==> src/rals_pkg.sv <==
// Shared constants for the receive alarm and loop-code status block
`default_nettype none
package rals_pkg;

  // ---------------------------------------------------------------
  // Timing
  // ---------------------------------------------------------------
  localparam int unsigned RALS_CLK_HZ = 100_000_000; // System clock rate
  localparam int unsigned RALS_HOLD_S = 5; // Code persistence time in seconds
  // Cycles a code must stay present; held asserts one cycle past this
  localparam logic [31:0] RALS_HOLD_CYC = 32'(RALS_HOLD_S * RALS_CLK_HZ);

  // ---------------------------------------------------------------
  // Register map (byte addresses)
  // ---------------------------------------------------------------
  localparam int RALS_AW = 8; // Register address width
  localparam logic [7:0] RALS_OFF_STATUS = 8'h00; // Live alarm status, RO
  localparam logic [7:0] RALS_OFF_IRQ_EN = 8'h04; // Interrupt enables, RW
  localparam logic [7:0] RALS_OFF_MODE = 8'h08; // Loop-code mode bits, RW
  localparam logic [7:0] RALS_OFF_IRQ_STS = 8'h0c; // Sticky events, W1C

  // Field positions; lock to loop-code shared by status, enable and event registers
  localparam int RALS_BIT_LOCK = 0; // Test pattern lock
  localparam int RALS_BIT_LOS = 1; // Receive signal lost
  localparam int RALS_BIT_AIS = 2; // All-ones alarm
  localparam int RALS_BIT_LC = 3; // Loop-code flag
  localparam int RALS_BIT_MODE_LO = 0; // Mode low bit
  localparam int RALS_BIT_MODE_HI = 1; // Mode high bit

  // Reset values
  localparam logic [3:0] RALS_RST_IRQ_EN = 4'h0;
  localparam logic [1:0] RALS_RST_MODE = 2'h0;

  // AXI responses
  localparam logic [1:0] RALS_RESP_OKAY = 2'h0;
  localparam logic [1:0] RALS_RESP_SLVERR = 2'h2;

  // Mode codes
  localparam logic [1:0] RALS_MODE_OFF = 2'h0;
  localparam logic [1:0] RALS_MODE_AUTO = 2'h3;

  // Loop-code controller states, Gray along off-manual-arm-loop
  typedef enum logic [1:0] {
    RALS_ST_OFF = 2'h0,
    RALS_ST_MANUAL = 2'h1,
    RALS_ST_AUTO_UP = 2'h3,
    RALS_ST_AUTO_LOOP = 2'h2
  } rals_st_t;

endpackage
`default_nettype wire

==> src/rals_sync.sv <==
// Two-flop synchroniser for a vector of independent level inputs
`default_nettype none
module rals_sync #(
  parameter int W = 5
) (
  input wire logic i_clk_sys,
  input wire logic i_nrst,
  input wire logic [W-1:0] i_async,
  output logic [W-1:0] o_sync
);
  import rals_pkg::*;

  // ---------------------------------------------------------------
  // State
  // ---------------------------------------------------------------
  typedef struct packed {
    logic [W-1:0] s1; // First stage, read only by second stage
    logic [W-1:0] s2; // Second stage, safe to use
  } rals_sync_state_t;

  rals_sync_state_t s_q;
  rals_sync_state_t s_d;

  // Next state: shift one stage per clock
  always_comb
  begin
    s_d = s_q;
    s_d.s1 = i_async;
    s_d.s2 = s_q.s1;
  end

  // Registers with synchronous reset
  always_ff @(posedge i_clk_sys)
  begin
    if (!i_nrst)
    begin
      s_q <= '0;
    end
    else
    begin
      s_q <= s_d;
    end
  end

  assign o_sync = s_q.s2;

endmodule
`default_nettype wire

==> src/rals_persist.sv <==
// Persistence timer: flags a level that has stayed high past a hold time
`default_nettype none
module rals_persist (
  input wire logic i_clk_sys,
  input wire logic i_nrst,
  input wire logic [31:0] i_hold_cyc,
  input wire logic i_present,
  output logic o_held
);
  import rals_pkg::*;

  // ---------------------------------------------------------------
  // State
  // ---------------------------------------------------------------
  typedef struct packed {
    logic [31:0] cnt; // Cycles the level has been present
    logic held; // Level present longer than hold time
  } rals_persist_state_t;

  rals_persist_state_t s_q;
  rals_persist_state_t s_d;

  // Count while present; any gap restarts, so held drops at once
  always_comb
  begin
    s_d = s_q;
    if (!i_present)
    begin
      s_d.cnt = '0;
      s_d.held = 1'b0;
    end
    else if (s_q.cnt == i_hold_cyc)
    begin
      // Saturate: strictly longer than the hold time
      s_d.held = 1'b1;
    end
    else
    begin
      s_d.cnt = s_q.cnt + 32'h1;
    end
  end

  // Registers with synchronous reset
  always_ff @(posedge i_clk_sys)
  begin
    if (!i_nrst)
    begin
      s_q <= '0;
    end
    else
    begin
      s_q <= s_d;
    end
  end

  assign o_held = s_q.held;

endmodule
`default_nettype wire

==> src/rals_top.sv <==
// Receive alarm status and network loop-code detection with AXI4-Lite access
`default_nettype none
module rals_top #(
  parameter logic [31:0] HOLD_CYC = rals_pkg::RALS_HOLD_CYC // Shorten for simulation
) (
  input wire logic i_clk_sys,
  input wire logic i_nrst,
  // Detector levels from receive path (other domain)
  input wire logic i_loop_up_seen,
  input wire logic i_loop_down_seen,
  input wire logic i_all_ones_det,
  input wire logic i_signal_lost_det,
  input wire logic i_pattern_lock_det,
  // Block outputs
  output logic o_loop_code_flag,
  output logic o_remote_loopback,
  output logic o_irq,
  // AXI4-Lite slave
  input wire logic [rals_pkg::RALS_AW-1:0] s_axi_awaddr,
  input wire logic s_axi_awvalid,
  output logic s_axi_awready,
  input wire logic [31:0] s_axi_wdata,
  input wire logic [3:0] s_axi_wstrb,
  input wire logic s_axi_wvalid,
  output logic s_axi_wready,
  output logic [1:0] s_axi_bresp,
  output logic s_axi_bvalid,
  input wire logic s_axi_bready,
  input wire logic [rals_pkg::RALS_AW-1:0] s_axi_araddr,
  input wire logic s_axi_arvalid,
  output logic s_axi_arready,
  output logic [31:0] s_axi_rdata,
  output logic [1:0] s_axi_rresp,
  output logic s_axi_rvalid,
  input wire logic s_axi_rready
);
  import rals_pkg::*;

  // ---------------------------------------------------------------
  // State
  // ---------------------------------------------------------------
  typedef struct packed {
    rals_st_t st; // Loop-code controller state
    logic flag; // Loop-code flag
    logic rlb; // Remote loopback active
    logic [3:0] prev; // Status seen last cycle, for change detect
    logic [3:0] sts; // Sticky event bits
    logic [3:0] en; // Interrupt enables (mask)
    logic [1:0] mode; // Loop-code mode bits
    logic aw_got; // Write address held
    logic [RALS_AW-1:0] awaddr; // Held write address
    logic w_got; // Write data held
    logic [7:0] wdata; // Held write data, low lane
    logic wlane; // Held low-lane strobe
    logic bvalid; // Write response pending
    logic [1:0] bresp; // Write response code
    logic rvalid; // Read response pending
    logic [1:0] rresp; // Read response code
    logic [31:0] rdata; // Read data
  } rals_state_t;

  rals_state_t s_q;
  rals_state_t s_d;

  logic [4:0] det_s; // Synchronised detector levels
  logic up_s; // Loop-up code present
  logic down_s; // Loop-down code present
  logic ais_s; // All-ones alarm
  logic los_s; // Signal lost
  logic lock_s; // Pattern lock
  logic pres_a; // Level fed to first persistence timer
  logic pres_b; // Level fed to loop-down timer
  logic held_a; // First timer expired
  logic held_b; // Loop-down timer expired
  logic [3:0] stat; // Live status word
  logic [3:0] evt; // Change events this cycle
  rals_st_t mode_st; // Family state the mode bits ask for

  // ---------------------------------------------------------------
  // Input synchronisation and persistence timers
  // ---------------------------------------------------------------
  // Detectors run on the recovered clock, so every level is resynchronised
  rals_sync #(
    .W(5)
  ) u_sync (
    .i_clk_sys(i_clk_sys),
    .i_nrst(i_nrst),
    .i_async({i_loop_up_seen, i_loop_down_seen, i_all_ones_det,
              i_signal_lost_det, i_pattern_lock_det}),
    .o_sync(det_s)
  );

  assign up_s = det_s[4];
  assign down_s = det_s[3];
  assign ais_s = det_s[2];
  assign los_s = det_s[1];
  assign lock_s = det_s[0];

  // Timer feeds: manual watches either code, auto-arm only loop-up
  always_comb
  begin
    case (s_q.st)
      RALS_ST_MANUAL: pres_a = up_s | down_s;
      RALS_ST_AUTO_UP: pres_a = up_s;
      default: pres_a = 1'b0;
    endcase
    pres_b = (s_q.st == RALS_ST_AUTO_LOOP) & down_s;
  end

  rals_persist u_hold_a (
    .i_clk_sys(i_clk_sys),
    .i_nrst(i_nrst),
    .i_hold_cyc(HOLD_CYC),
    .i_present(pres_a),
    .o_held(held_a)
  );

  rals_persist u_hold_b (
    .i_clk_sys(i_clk_sys),
    .i_nrst(i_nrst),
    .i_hold_cyc(HOLD_CYC),
    .i_present(pres_b),
    .o_held(held_b)
  );

  // ---------------------------------------------------------------
  // Status and events
  // ---------------------------------------------------------------
  // Live values; reads sample these and never touch them
  assign stat = {s_q.flag, ais_s, los_s, lock_s};

  // Loop events suppressed while detection is off
  assign evt = (stat ^ s_q.prev) & {s_q.st != RALS_ST_OFF, 3'h7};

  // Family of the requested mode
  always_comb
  begin
    if (s_q.mode == RALS_MODE_OFF)
    begin
      mode_st = RALS_ST_OFF;
    end
    else if (s_q.mode == RALS_MODE_AUTO)
    begin
      mode_st = RALS_ST_AUTO_UP;
    end
    else
    begin
      mode_st = RALS_ST_MANUAL;
    end
  end

  // ---------------------------------------------------------------
  // Next state: controller, events and bus slave
  // ---------------------------------------------------------------
  always_comb
  begin
    logic aw_now;
    logic w_now;
    logic [RALS_AW-1:0] wa;
    logic [7:0] wd;
    logic wl;
    logic [3:0] clr;
    aw_now = 1'b0;
    w_now = 1'b0;
    wa = '0;
    wd = '0;
    wl = 1'b0;
    clr = '0;
    s_d = s_q;

    // Loop-code controller
    case (s_q.st)
      RALS_ST_OFF:
      begin
        s_d.flag = 1'b0;
        s_d.rlb = 1'b0;
        s_d.st = mode_st;
      end
      RALS_ST_MANUAL:
      begin
        if (mode_st != RALS_ST_MANUAL)
        begin
          // Leaving manual: auto entry starts from a cleared flag
          s_d.st = mode_st;
          s_d.flag = 1'b0;
        end
        else
        begin
          s_d.flag = held_a;
        end
      end
      RALS_ST_AUTO_UP:
      begin
        if (mode_st != RALS_ST_AUTO_UP)
        begin
          s_d.st = mode_st;
        end
        else if (held_a && up_s)
        begin
          // Timer may still hold a manual-mode loop-down count on entry,
          // so arming also needs loop-up present right now
          // Arm loopback and flag together, then watch loop-down
          s_d.st = RALS_ST_AUTO_LOOP;
          s_d.flag = 1'b1;
          s_d.rlb = 1'b1;
        end
        else
        begin
          s_d.flag = 1'b0;
        end
      end
      RALS_ST_AUTO_LOOP:
      begin
        if (mode_st != RALS_ST_AUTO_UP)
        begin
          // Mode changed away: drop loopback rather than leave it stuck
          s_d.st = mode_st;
          s_d.flag = 1'b0;
          s_d.rlb = 1'b0;
        end
        else if (held_b)
        begin
          s_d.st = RALS_ST_AUTO_UP;
          s_d.flag = 1'b0;
          s_d.rlb = 1'b0;
        end
        else
        begin
          s_d.flag = 1'b1;
        end
      end
      default:
      begin
        s_d.st = RALS_ST_OFF;
        s_d.flag = 1'b0;
        s_d.rlb = 1'b0;
      end
    endcase

    // Change detection history
    s_d.prev = stat;

    // Write channel: address and data accepted in either order
    if (s_axi_awvalid && s_axi_awready)
    begin
      s_d.aw_got = 1'b1;
      s_d.awaddr = s_axi_awaddr;
    end
    if (s_axi_wvalid && s_axi_wready)
    begin
      s_d.w_got = 1'b1;
      s_d.wdata = s_axi_wdata[7:0];
      s_d.wlane = s_axi_wstrb[0];
    end
    aw_now = s_d.aw_got;
    w_now = s_d.w_got;
    wa = s_d.awaddr;
    wd = s_d.wdata;
    wl = s_d.wlane;

    // Perform the write once both halves are in
    if (aw_now && w_now && !s_q.bvalid)
    begin
      s_d.aw_got = 1'b0;
      s_d.w_got = 1'b0;
      s_d.bvalid = 1'b1;
      s_d.bresp = RALS_RESP_OKAY;
      case (wa)
        RALS_OFF_STATUS: ; // Read-only, write ignored
        RALS_OFF_IRQ_EN:
        begin
          if (wl)
          begin
            s_d.en = wd[3:0];
          end
        end
        RALS_OFF_MODE:
        begin
          if (wl)
          begin
            s_d.mode = wd[1:0];
          end
        end
        RALS_OFF_IRQ_STS:
        begin
          if (wl)
          begin
            clr = wd[3:0];
          end
        end
        default: s_d.bresp = RALS_RESP_SLVERR;
      endcase
    end
    if (s_q.bvalid && s_axi_bready)
    begin
      s_d.bvalid = 1'b0;
    end

    // Sticky events: a set in the clearing cycle wins
    s_d.sts = (s_q.sts & ~clr) | evt;

    // Read channel: side-effect free
    if (s_axi_arvalid && s_axi_arready)
    begin
      s_d.rvalid = 1'b1;
      s_d.rresp = RALS_RESP_OKAY;
      case (s_axi_araddr)
        RALS_OFF_STATUS: s_d.rdata = {28'h0, stat};
        RALS_OFF_IRQ_EN: s_d.rdata = {28'h0, s_q.en};
        RALS_OFF_MODE: s_d.rdata = {30'h0, s_q.mode};
        RALS_OFF_IRQ_STS: s_d.rdata = {28'h0, s_q.sts};
        default:
        begin
          s_d.rdata = 32'h0;
          s_d.rresp = RALS_RESP_SLVERR;
        end
      endcase
    end
    else if (s_q.rvalid && s_axi_rready)
    begin
      s_d.rvalid = 1'b0;
    end
  end

  // Registers with synchronous reset; all fields reset to zero
  always_ff @(posedge i_clk_sys)
  begin
    if (!i_nrst)
    begin
      s_q <= '0;
      s_q.en <= RALS_RST_IRQ_EN;
      s_q.mode <= RALS_RST_MODE;
    end
    else
    begin
      s_q <= s_d;
    end
  end

  // ---------------------------------------------------------------
  // Outputs
  // ---------------------------------------------------------------
  assign o_loop_code_flag = s_q.flag;
  assign o_remote_loopback = s_q.rlb;
  assign o_irq = |(s_q.sts & s_q.en);
  assign s_axi_awready = !s_q.aw_got && !s_q.bvalid;
  assign s_axi_wready = !s_q.w_got && !s_q.bvalid;
  assign s_axi_bvalid = s_q.bvalid;
  assign s_axi_bresp = s_q.bresp;
  assign s_axi_arready = !s_q.rvalid;
  assign s_axi_rvalid = s_q.rvalid;
  assign s_axi_rresp = s_q.rresp;
  assign s_axi_rdata = s_q.rdata;
endmodule
`default_nettype wire

==> config.mk <==
export PLATFORM = sky130hd
export DESIGN_NAME = rals_top
export DESIGN_NICKNAME = d
export VERILOG_FILES = /design/src/rals_pkg.sv /design/src/rals_sync.sv /design/src/rals_persist.sv /design/src/rals_top.sv
export SDC_FILE = /design/constraint.sdc
export NUM_CORES = 1
export LEC_CHECK = 0
export BUFFER_PORTS_ARGS = -buffer_cell sky130_fd_sc_hd__buf_4
export CAP_MARGIN = 10
export CORE_ASPECT_RATIO = 1.75
export CORE_MARGIN = 2
export CORE_UTILIZATION = 40
export CTS_CLUSTER_SIZE = 8
export DETAILED_ROUTE_END_ITERATION = 16
export SLEW_MARGIN = 10
export SYNTH_ARGS = -nofsm -noshare
export SYNTH_HDL_FRONTEND = slang
export SYNTH_SLANG_ARGS = --single-unit
==> constraint.sdc <==
create_clock -name i_clk_sys -period 2.29 [get_ports i_clk_sys]
set_clock_uncertainty 0.05 [all_clocks]
set_input_delay 0.229 -clock i_clk_sys [delete_from_list [all_inputs] [get_ports i_clk_sys]]
set_output_delay 0.229 -clock i_clk_sys [all_outputs]
set_load 0.005 [all_outputs]
### After elaboration in Yosys (flattened, before gate mapping)

Cells that the tools add are included.

* register bits after elaboration: 151
* latch bits: 0
* RAM bits: 0
* memory bits (read-only): 0
* output and inout bits: 44
* logic and storage cells: 112
* memories: 0

* add/subtract/negate cells: 2
* multiply operators: 0
* divide/modulo/power cells: 0
* magnitude comparators: 0
* eq/ne operators: 19
* shift operators: 0
* muxes and demuxes: 26
* bitwise operators: 9
* reduce and logical (&&, ||, !) cells: 32

Operators by type and width (number)
* adder 32 x 1 -> 32 bit (second input constant): 2
* equality test 32 x 29 -> 1 bit (second input constant): 2
* equality test 8 x 4 -> 1 bit (second input constant): 4
* 2-to-1 mux 2 bit: 9
* equality test 8 x 3 -> 1 bit (second input constant): 2
* zero test 8 bit: 2
* 2-to-1 mux 4 bit: 4
* case mux 4 bit (4 select lines): 1
* bitwise AND 4 bit: 3
* case mux 3 bit (4 select lines): 1
* OR reduction 4 bit: 3
* logical AND 1 bit: 10
* 2-to-1 mux 10 bit: 1
* 2-to-1 mux 9 bit: 1
* AND reduction 3 bit: 3
* inequality test 2 bit (second input constant): 4
* 2-to-1 mux 1 bit: 7
* equality test 2 bit (second input constant): 3
* zero test 1 bit: 4
* zero test 2 bit: 2
* NOT 4 bit: 1
* OR 4 bit: 1
* AND reduction 2 bit: 2
* AND reduction 4 bit: 1
* 13 further kinds: 15

### Depth between registers and ports, before layout

* word-level depth: 10
* mapped depth: 6
* depth with buffers taken out: 6

### Modules after synthesis

Synthesis repeated with hierarchy kept, for this count alone.

* cells, all modules: 764
* area, all modules: 6538.8 µm²

By module, submodules not included
* rals_persist: instances 2, cells each 243, area each 2024.4 µm²
* rals_top: instances 1, cells each 258, area each 2227.1 µm²
* rals_sync: instances 1, cells each 20, area each 262.8 µm²

### Worst setup path after synthesis

Ideal clock, no wire load.

* kind: register to register
* start: reg u_hold_a.s_q[10] (netlist bit)
* end: reg u_hold_a.s_q[28] (netlist bit)
* setup time: 70 ps
* arrival: 1781 ps
* slack: 389 ps
* cell stages (with the launch flop): 6
* path buffers: 1
* cells stage by stage: dfxtp_1 -> nand4_2 -> or4_1 -> buf_2 -> or4_1 -> a21oi_1

* cells in the longest elaborated chain, start to end: 1

RTL lines
* from (decl): RTL line rals_persist.sv:20 `rals_persist_state_t s_q;`
* from (signal assigned): RTL line rals_persist.sv:48 `s_q <= '0;`
* from (signal assigned): RTL line rals_persist.sv:52 `s_q <= s_d;`
* adder 32 x 1 -> 32 bit / equality test 32 x 29 -> 1 bit (equally long branches): RTL line rals_persist.sv:39, rals_persist.sv:32

Parallel ways exist; a longest one is shown, timed or not.
A chain may end at the register's enable or synchronous reset.

### Worst setup path in the final report

* start: reg u_hold_a.s_q[10] (netlist bit)
* end: reg u_hold_a.s_q[27] (netlist bit)

The elaborated chain is that of the path after synthesis.

==> reports/metrics.yaml <==
antenna_found_initial: 0
vias_per_cell: 5.38
synth_edf_count: 0
nFillCells: 1323
drv_slew: 0
irDropWorstVdd_mv: 0.502
cts_sinks: 117
pin_count: 108
die_h_um: 162
critPathArrivalTime_ps: 2360
clockBufferDepth: 2
io_buffers: 46
antennaDiodeCount: 0
internal_power_mw: 3.72
p_leak_nw: 2.45
cts_tree: "built"
hp-class: "in2reg"
syn_inst: 666
fmax_mhz: 481
regArea_sq_um: 2340
crit_required_ps: 2570
cp_max_fo: 19
hold_start: "s_axi_wstrb[0]"
start_util_pct: 40.9
cts-htree-levels: 4
drive_above_1_share_pct: 15.4
drt-wirelength-per-cell_um: 14.5
wirelength_um: 13200
avgSynthCellArea_sq_um: 8.55
yosysSeqAreaShare_pct: 41.1
p_total_mw: 4.91
worstReg2RegEnd: "u_hold_a.s_q[27]$_SDFFE_PN0P_"
grt_use_total_pct: 18.0
drt_first_iter_violations: 182
r2r_cells: 5
numCtsBuffers: 17
p_sw_mw: 1.19
grt_pass1_wl_um: 22200
cp_top_family: "simple AND/OR/NAND/NOR gates"
finalSetupTns_ps: 0
hold_viol_final: 0
design.core.area_sq_um: 13900
clkPwrFrac_pct: 52.0
yosysWarnings: 0
std_cell_rows: 57
worstSetupPathType: "reg2reg"
rsz0062_at_grt: "false"
reg2reg_setup_slack_ps: 210
path_cells: "nand4_2 -> or4_1 -> buf_4 -> or4_1 -> a21oi_1"
die_w_um: 94.2
start_kind: "register"
r2r-start: "u_hold_a.s_q[10]$_SDFFE_PN0P_"
syn-cell-area_sq_um: 5690
dp_cells: 872
synth_seq_cells: 117
powerDensity_nw_per_um2: 727
status: "complete, no violations"
power_frac_seq_pct: 42.9
combPwrFrac_pct: 5.1
nets: 791
drc: 0
final_cells: 909
slowest_stage: "or4_1"
synth_ff_type: "dfxtp_1"
worstMarginPinSlew_ps: 868
cap_violations: 0
switching_share_pct: 24.3
cts-root-buf: "clkbuf_16"
worstHoldPathCells: 3
area.growth.synth_to_final_pct: 18.7
cpPeakStageDelay_ps: 520
grt_max_degree: 32
dp_hpwl_um: 9540
clk_latency_ps: 420
post-route-period-util_pct: 90.8
overflow: 0
clkSlewWorstSetupHoldPaths_ps: 60
relSlewSlack_pct: 42.2
grt_pass1_vias: 4906
cpMostUsedCell: "or4_1"
synth_cell_type_count: 49
synthArstFlopShare_pct: 0
die-area_sq_um: 15200
hold_end: "s_q[38]$_SDFF_PN0_"
cts_resized: 0
ant_nets: 0
dr.pass1.iters: 4
vias: 4893
post-route-min-period_ps: 2080
crit_path_end_kind: "register"
setup_violations: 0
multi_input_area_sq_um: 2980
cp_num_buf_inv: 1
gp_congestion: 0.796
registers in the layout (all words and copies together), names as in the netlist, 4 cells and up:
register and cells:
s_q 31, u_sync.s_d 5, u_hold_a.s_q 32, s_axi_rdata 4, u_sync.o_sync 5, u_hold_b.s_q 32
synthesized netlist by cell type, drive strengths merged, types with 8 or more instances:
cell | n | area share, %
and4 | 8 | 1.2
a21oi | 47 | 4.1
clkbuf | 28 | 1.8
dfxtp | 117 | 41
mux2i | 17 | 3.0
or3 | 10 | 1.1
buf | 38 | 4.9
xor2 | 18 | 2.8
o21a | 8 | 1.1
o31ai | 18 | 2.4
nand2b | 12 | 1.3
nor2 | 38 | 2.5
o21ai | 16 | 1.4
nand3 | 25 | 2.2
nor4 | 15 | 1.6
nand4 | 25 | 2.9
xnor2 | 8 | 1.2
inv | 26 | 1.7
and3 | 13 | 1.4
nor3 | 12 | 1.1
nand2 | 67 | 4.4
ha | 8 | 1.8
and2 | 18 | 2.0
or4 | 23 | 3.0
how the worst max path moves through the flow:
| stage | startpoint | endpoint | slack (ps) | cells after the start |
|---|---|---|---|---|
| finish | u_hold_a.s_q[10]$_SDFFE_PN0P_ | u_hold_a.s_q[27]$_SDFFE_PN0P_ | 210 | 5 |
| detailed placement | s_axi_awaddr[7] | s_q[59]$_SDFFE_PN0P_ | 80 | 5 |
| CTS | u_hold_a.s_q[10]$_SDFFE_PN0P_ | u_hold_a.s_q[27]$_SDFFE_PN0P_ | 210 | 5 |
| global placement | s_axi_awaddr[7] | s_q[62]$_SDFFE_PN0P_ | 180 | 5 |
| floorplan | u_hold_a.s_q[10]$_SDFFE_PN0P_ | u_hold_a.s_q[28]$_SDFFE_PN0P_ | 390 | 5 |
| global route | u_hold_a.s_q[10]$_SDFFE_PN0P_ | u_hold_a.s_q[27]$_SDFFE_PN0P_ | 100 | 5 |
routing by layer:
metal / global-route usage, % / part of all wire, % / vias up
li1: - / - / 2439
met2: 34.3 / 56 / 102
met5: 0 / 0 / -
met1: 17.9 / 39 / 2326
met4: 8.17 / 2.1 / 0
met3: 4.13 / 3.7 / 26
cells by family (layout without fill, tap and decap cells):
family                     count (synthesis)  in the layout  synth area share (%)
buffers and inverters                     92            129                  8.48
DFF                                      117            117                  41.1
other                                      1             30                0.0659
xor gates and xnor gates                  26             26                  4.00
AOI/OAI and AO/OA                        113            113                  12.3
adders and majority gates                  8              8                  1.76
and+or+nand+nor                          285            285                  27.4
muxes                                     24             24                  4.77
power by group through the flow:
stage                     registers, mW  logic [mW]  clock network [mW]
after CTS                          2.11       0.252                2.60
after global routing               2.11       0.279                2.71
after global placement             2.15       0.235                   0
final                              2.11       0.250                2.55
after floorplan                    2.14       0.180                   0
after detailed placement           2.15       0.244                   0
worst register-to-register path: stages, from the launching register on:
cell	delay [ps]
dfxtp_1	440
nand4_2	140
or4_1	480
buf_4	210
or4_1	520
a21oi_1	150
through the flow:
step	worst slack (ps)	utilization [%]	hold slack (ps)	instance area, sq um
after floorplan	389	-	306	5800
after global placement	177	44.1	365	6130
after detailed placement	81.4	44.1	376	6130
after CTS	206	48.6	12.6	6760
after global routing	96.4	48.6	23.2	6760
final	211	48.6	18.3	6760
area by class of cell:
class | count | area share [%]
well taps | 177 | 3.28
multi-input cells | 486 | 44.1
flip-flops and latches | 117 | 34.7
clock buffers | 17 | 6.30
clock inverters | 15 | 2.18
inverters | 26 | 1.44
repair buffers | 71 | 8.07
cells in the final DEF (no fill, tap or decap), types with 3 or more instances in the layout:
master	count
and4_1	8
ha_1	8
nor3_1	12
mux2_2	5
nand4_1	24
dlygate4sd3_1	5
conb_1	30
and2_1	18
xor2_1	18
and3_1	13
nand2b_1	12
o221ai_1	3
nor4b_1	3
buf_4	66
o31ai_1	18
or3_1	10
a22oi_1	6
nand3b_1	4
a21oi_1	47
nand3_1	25
nand2_1	67
mux2i_1	17
inv_6	5
a31oi_1	4
clkinvlp_4	3
nor2_1	38
nor4_1	15
xnor2_1	8
inv_1	26
clkbuf_16	17
o21a_1	8
nor3b_1	5
or4_1	23
clkinv_4	4
o21ai_0	16
dfxtp_1	117
what timing repair did:
action / CTS / global route
setup endpoints to repair: 0 / 0
hold endpoints to repair: 5 / 0
setup buffers: 0 / 0
hold buffers: 5 / 0
(Power assumes the default switching activity.)
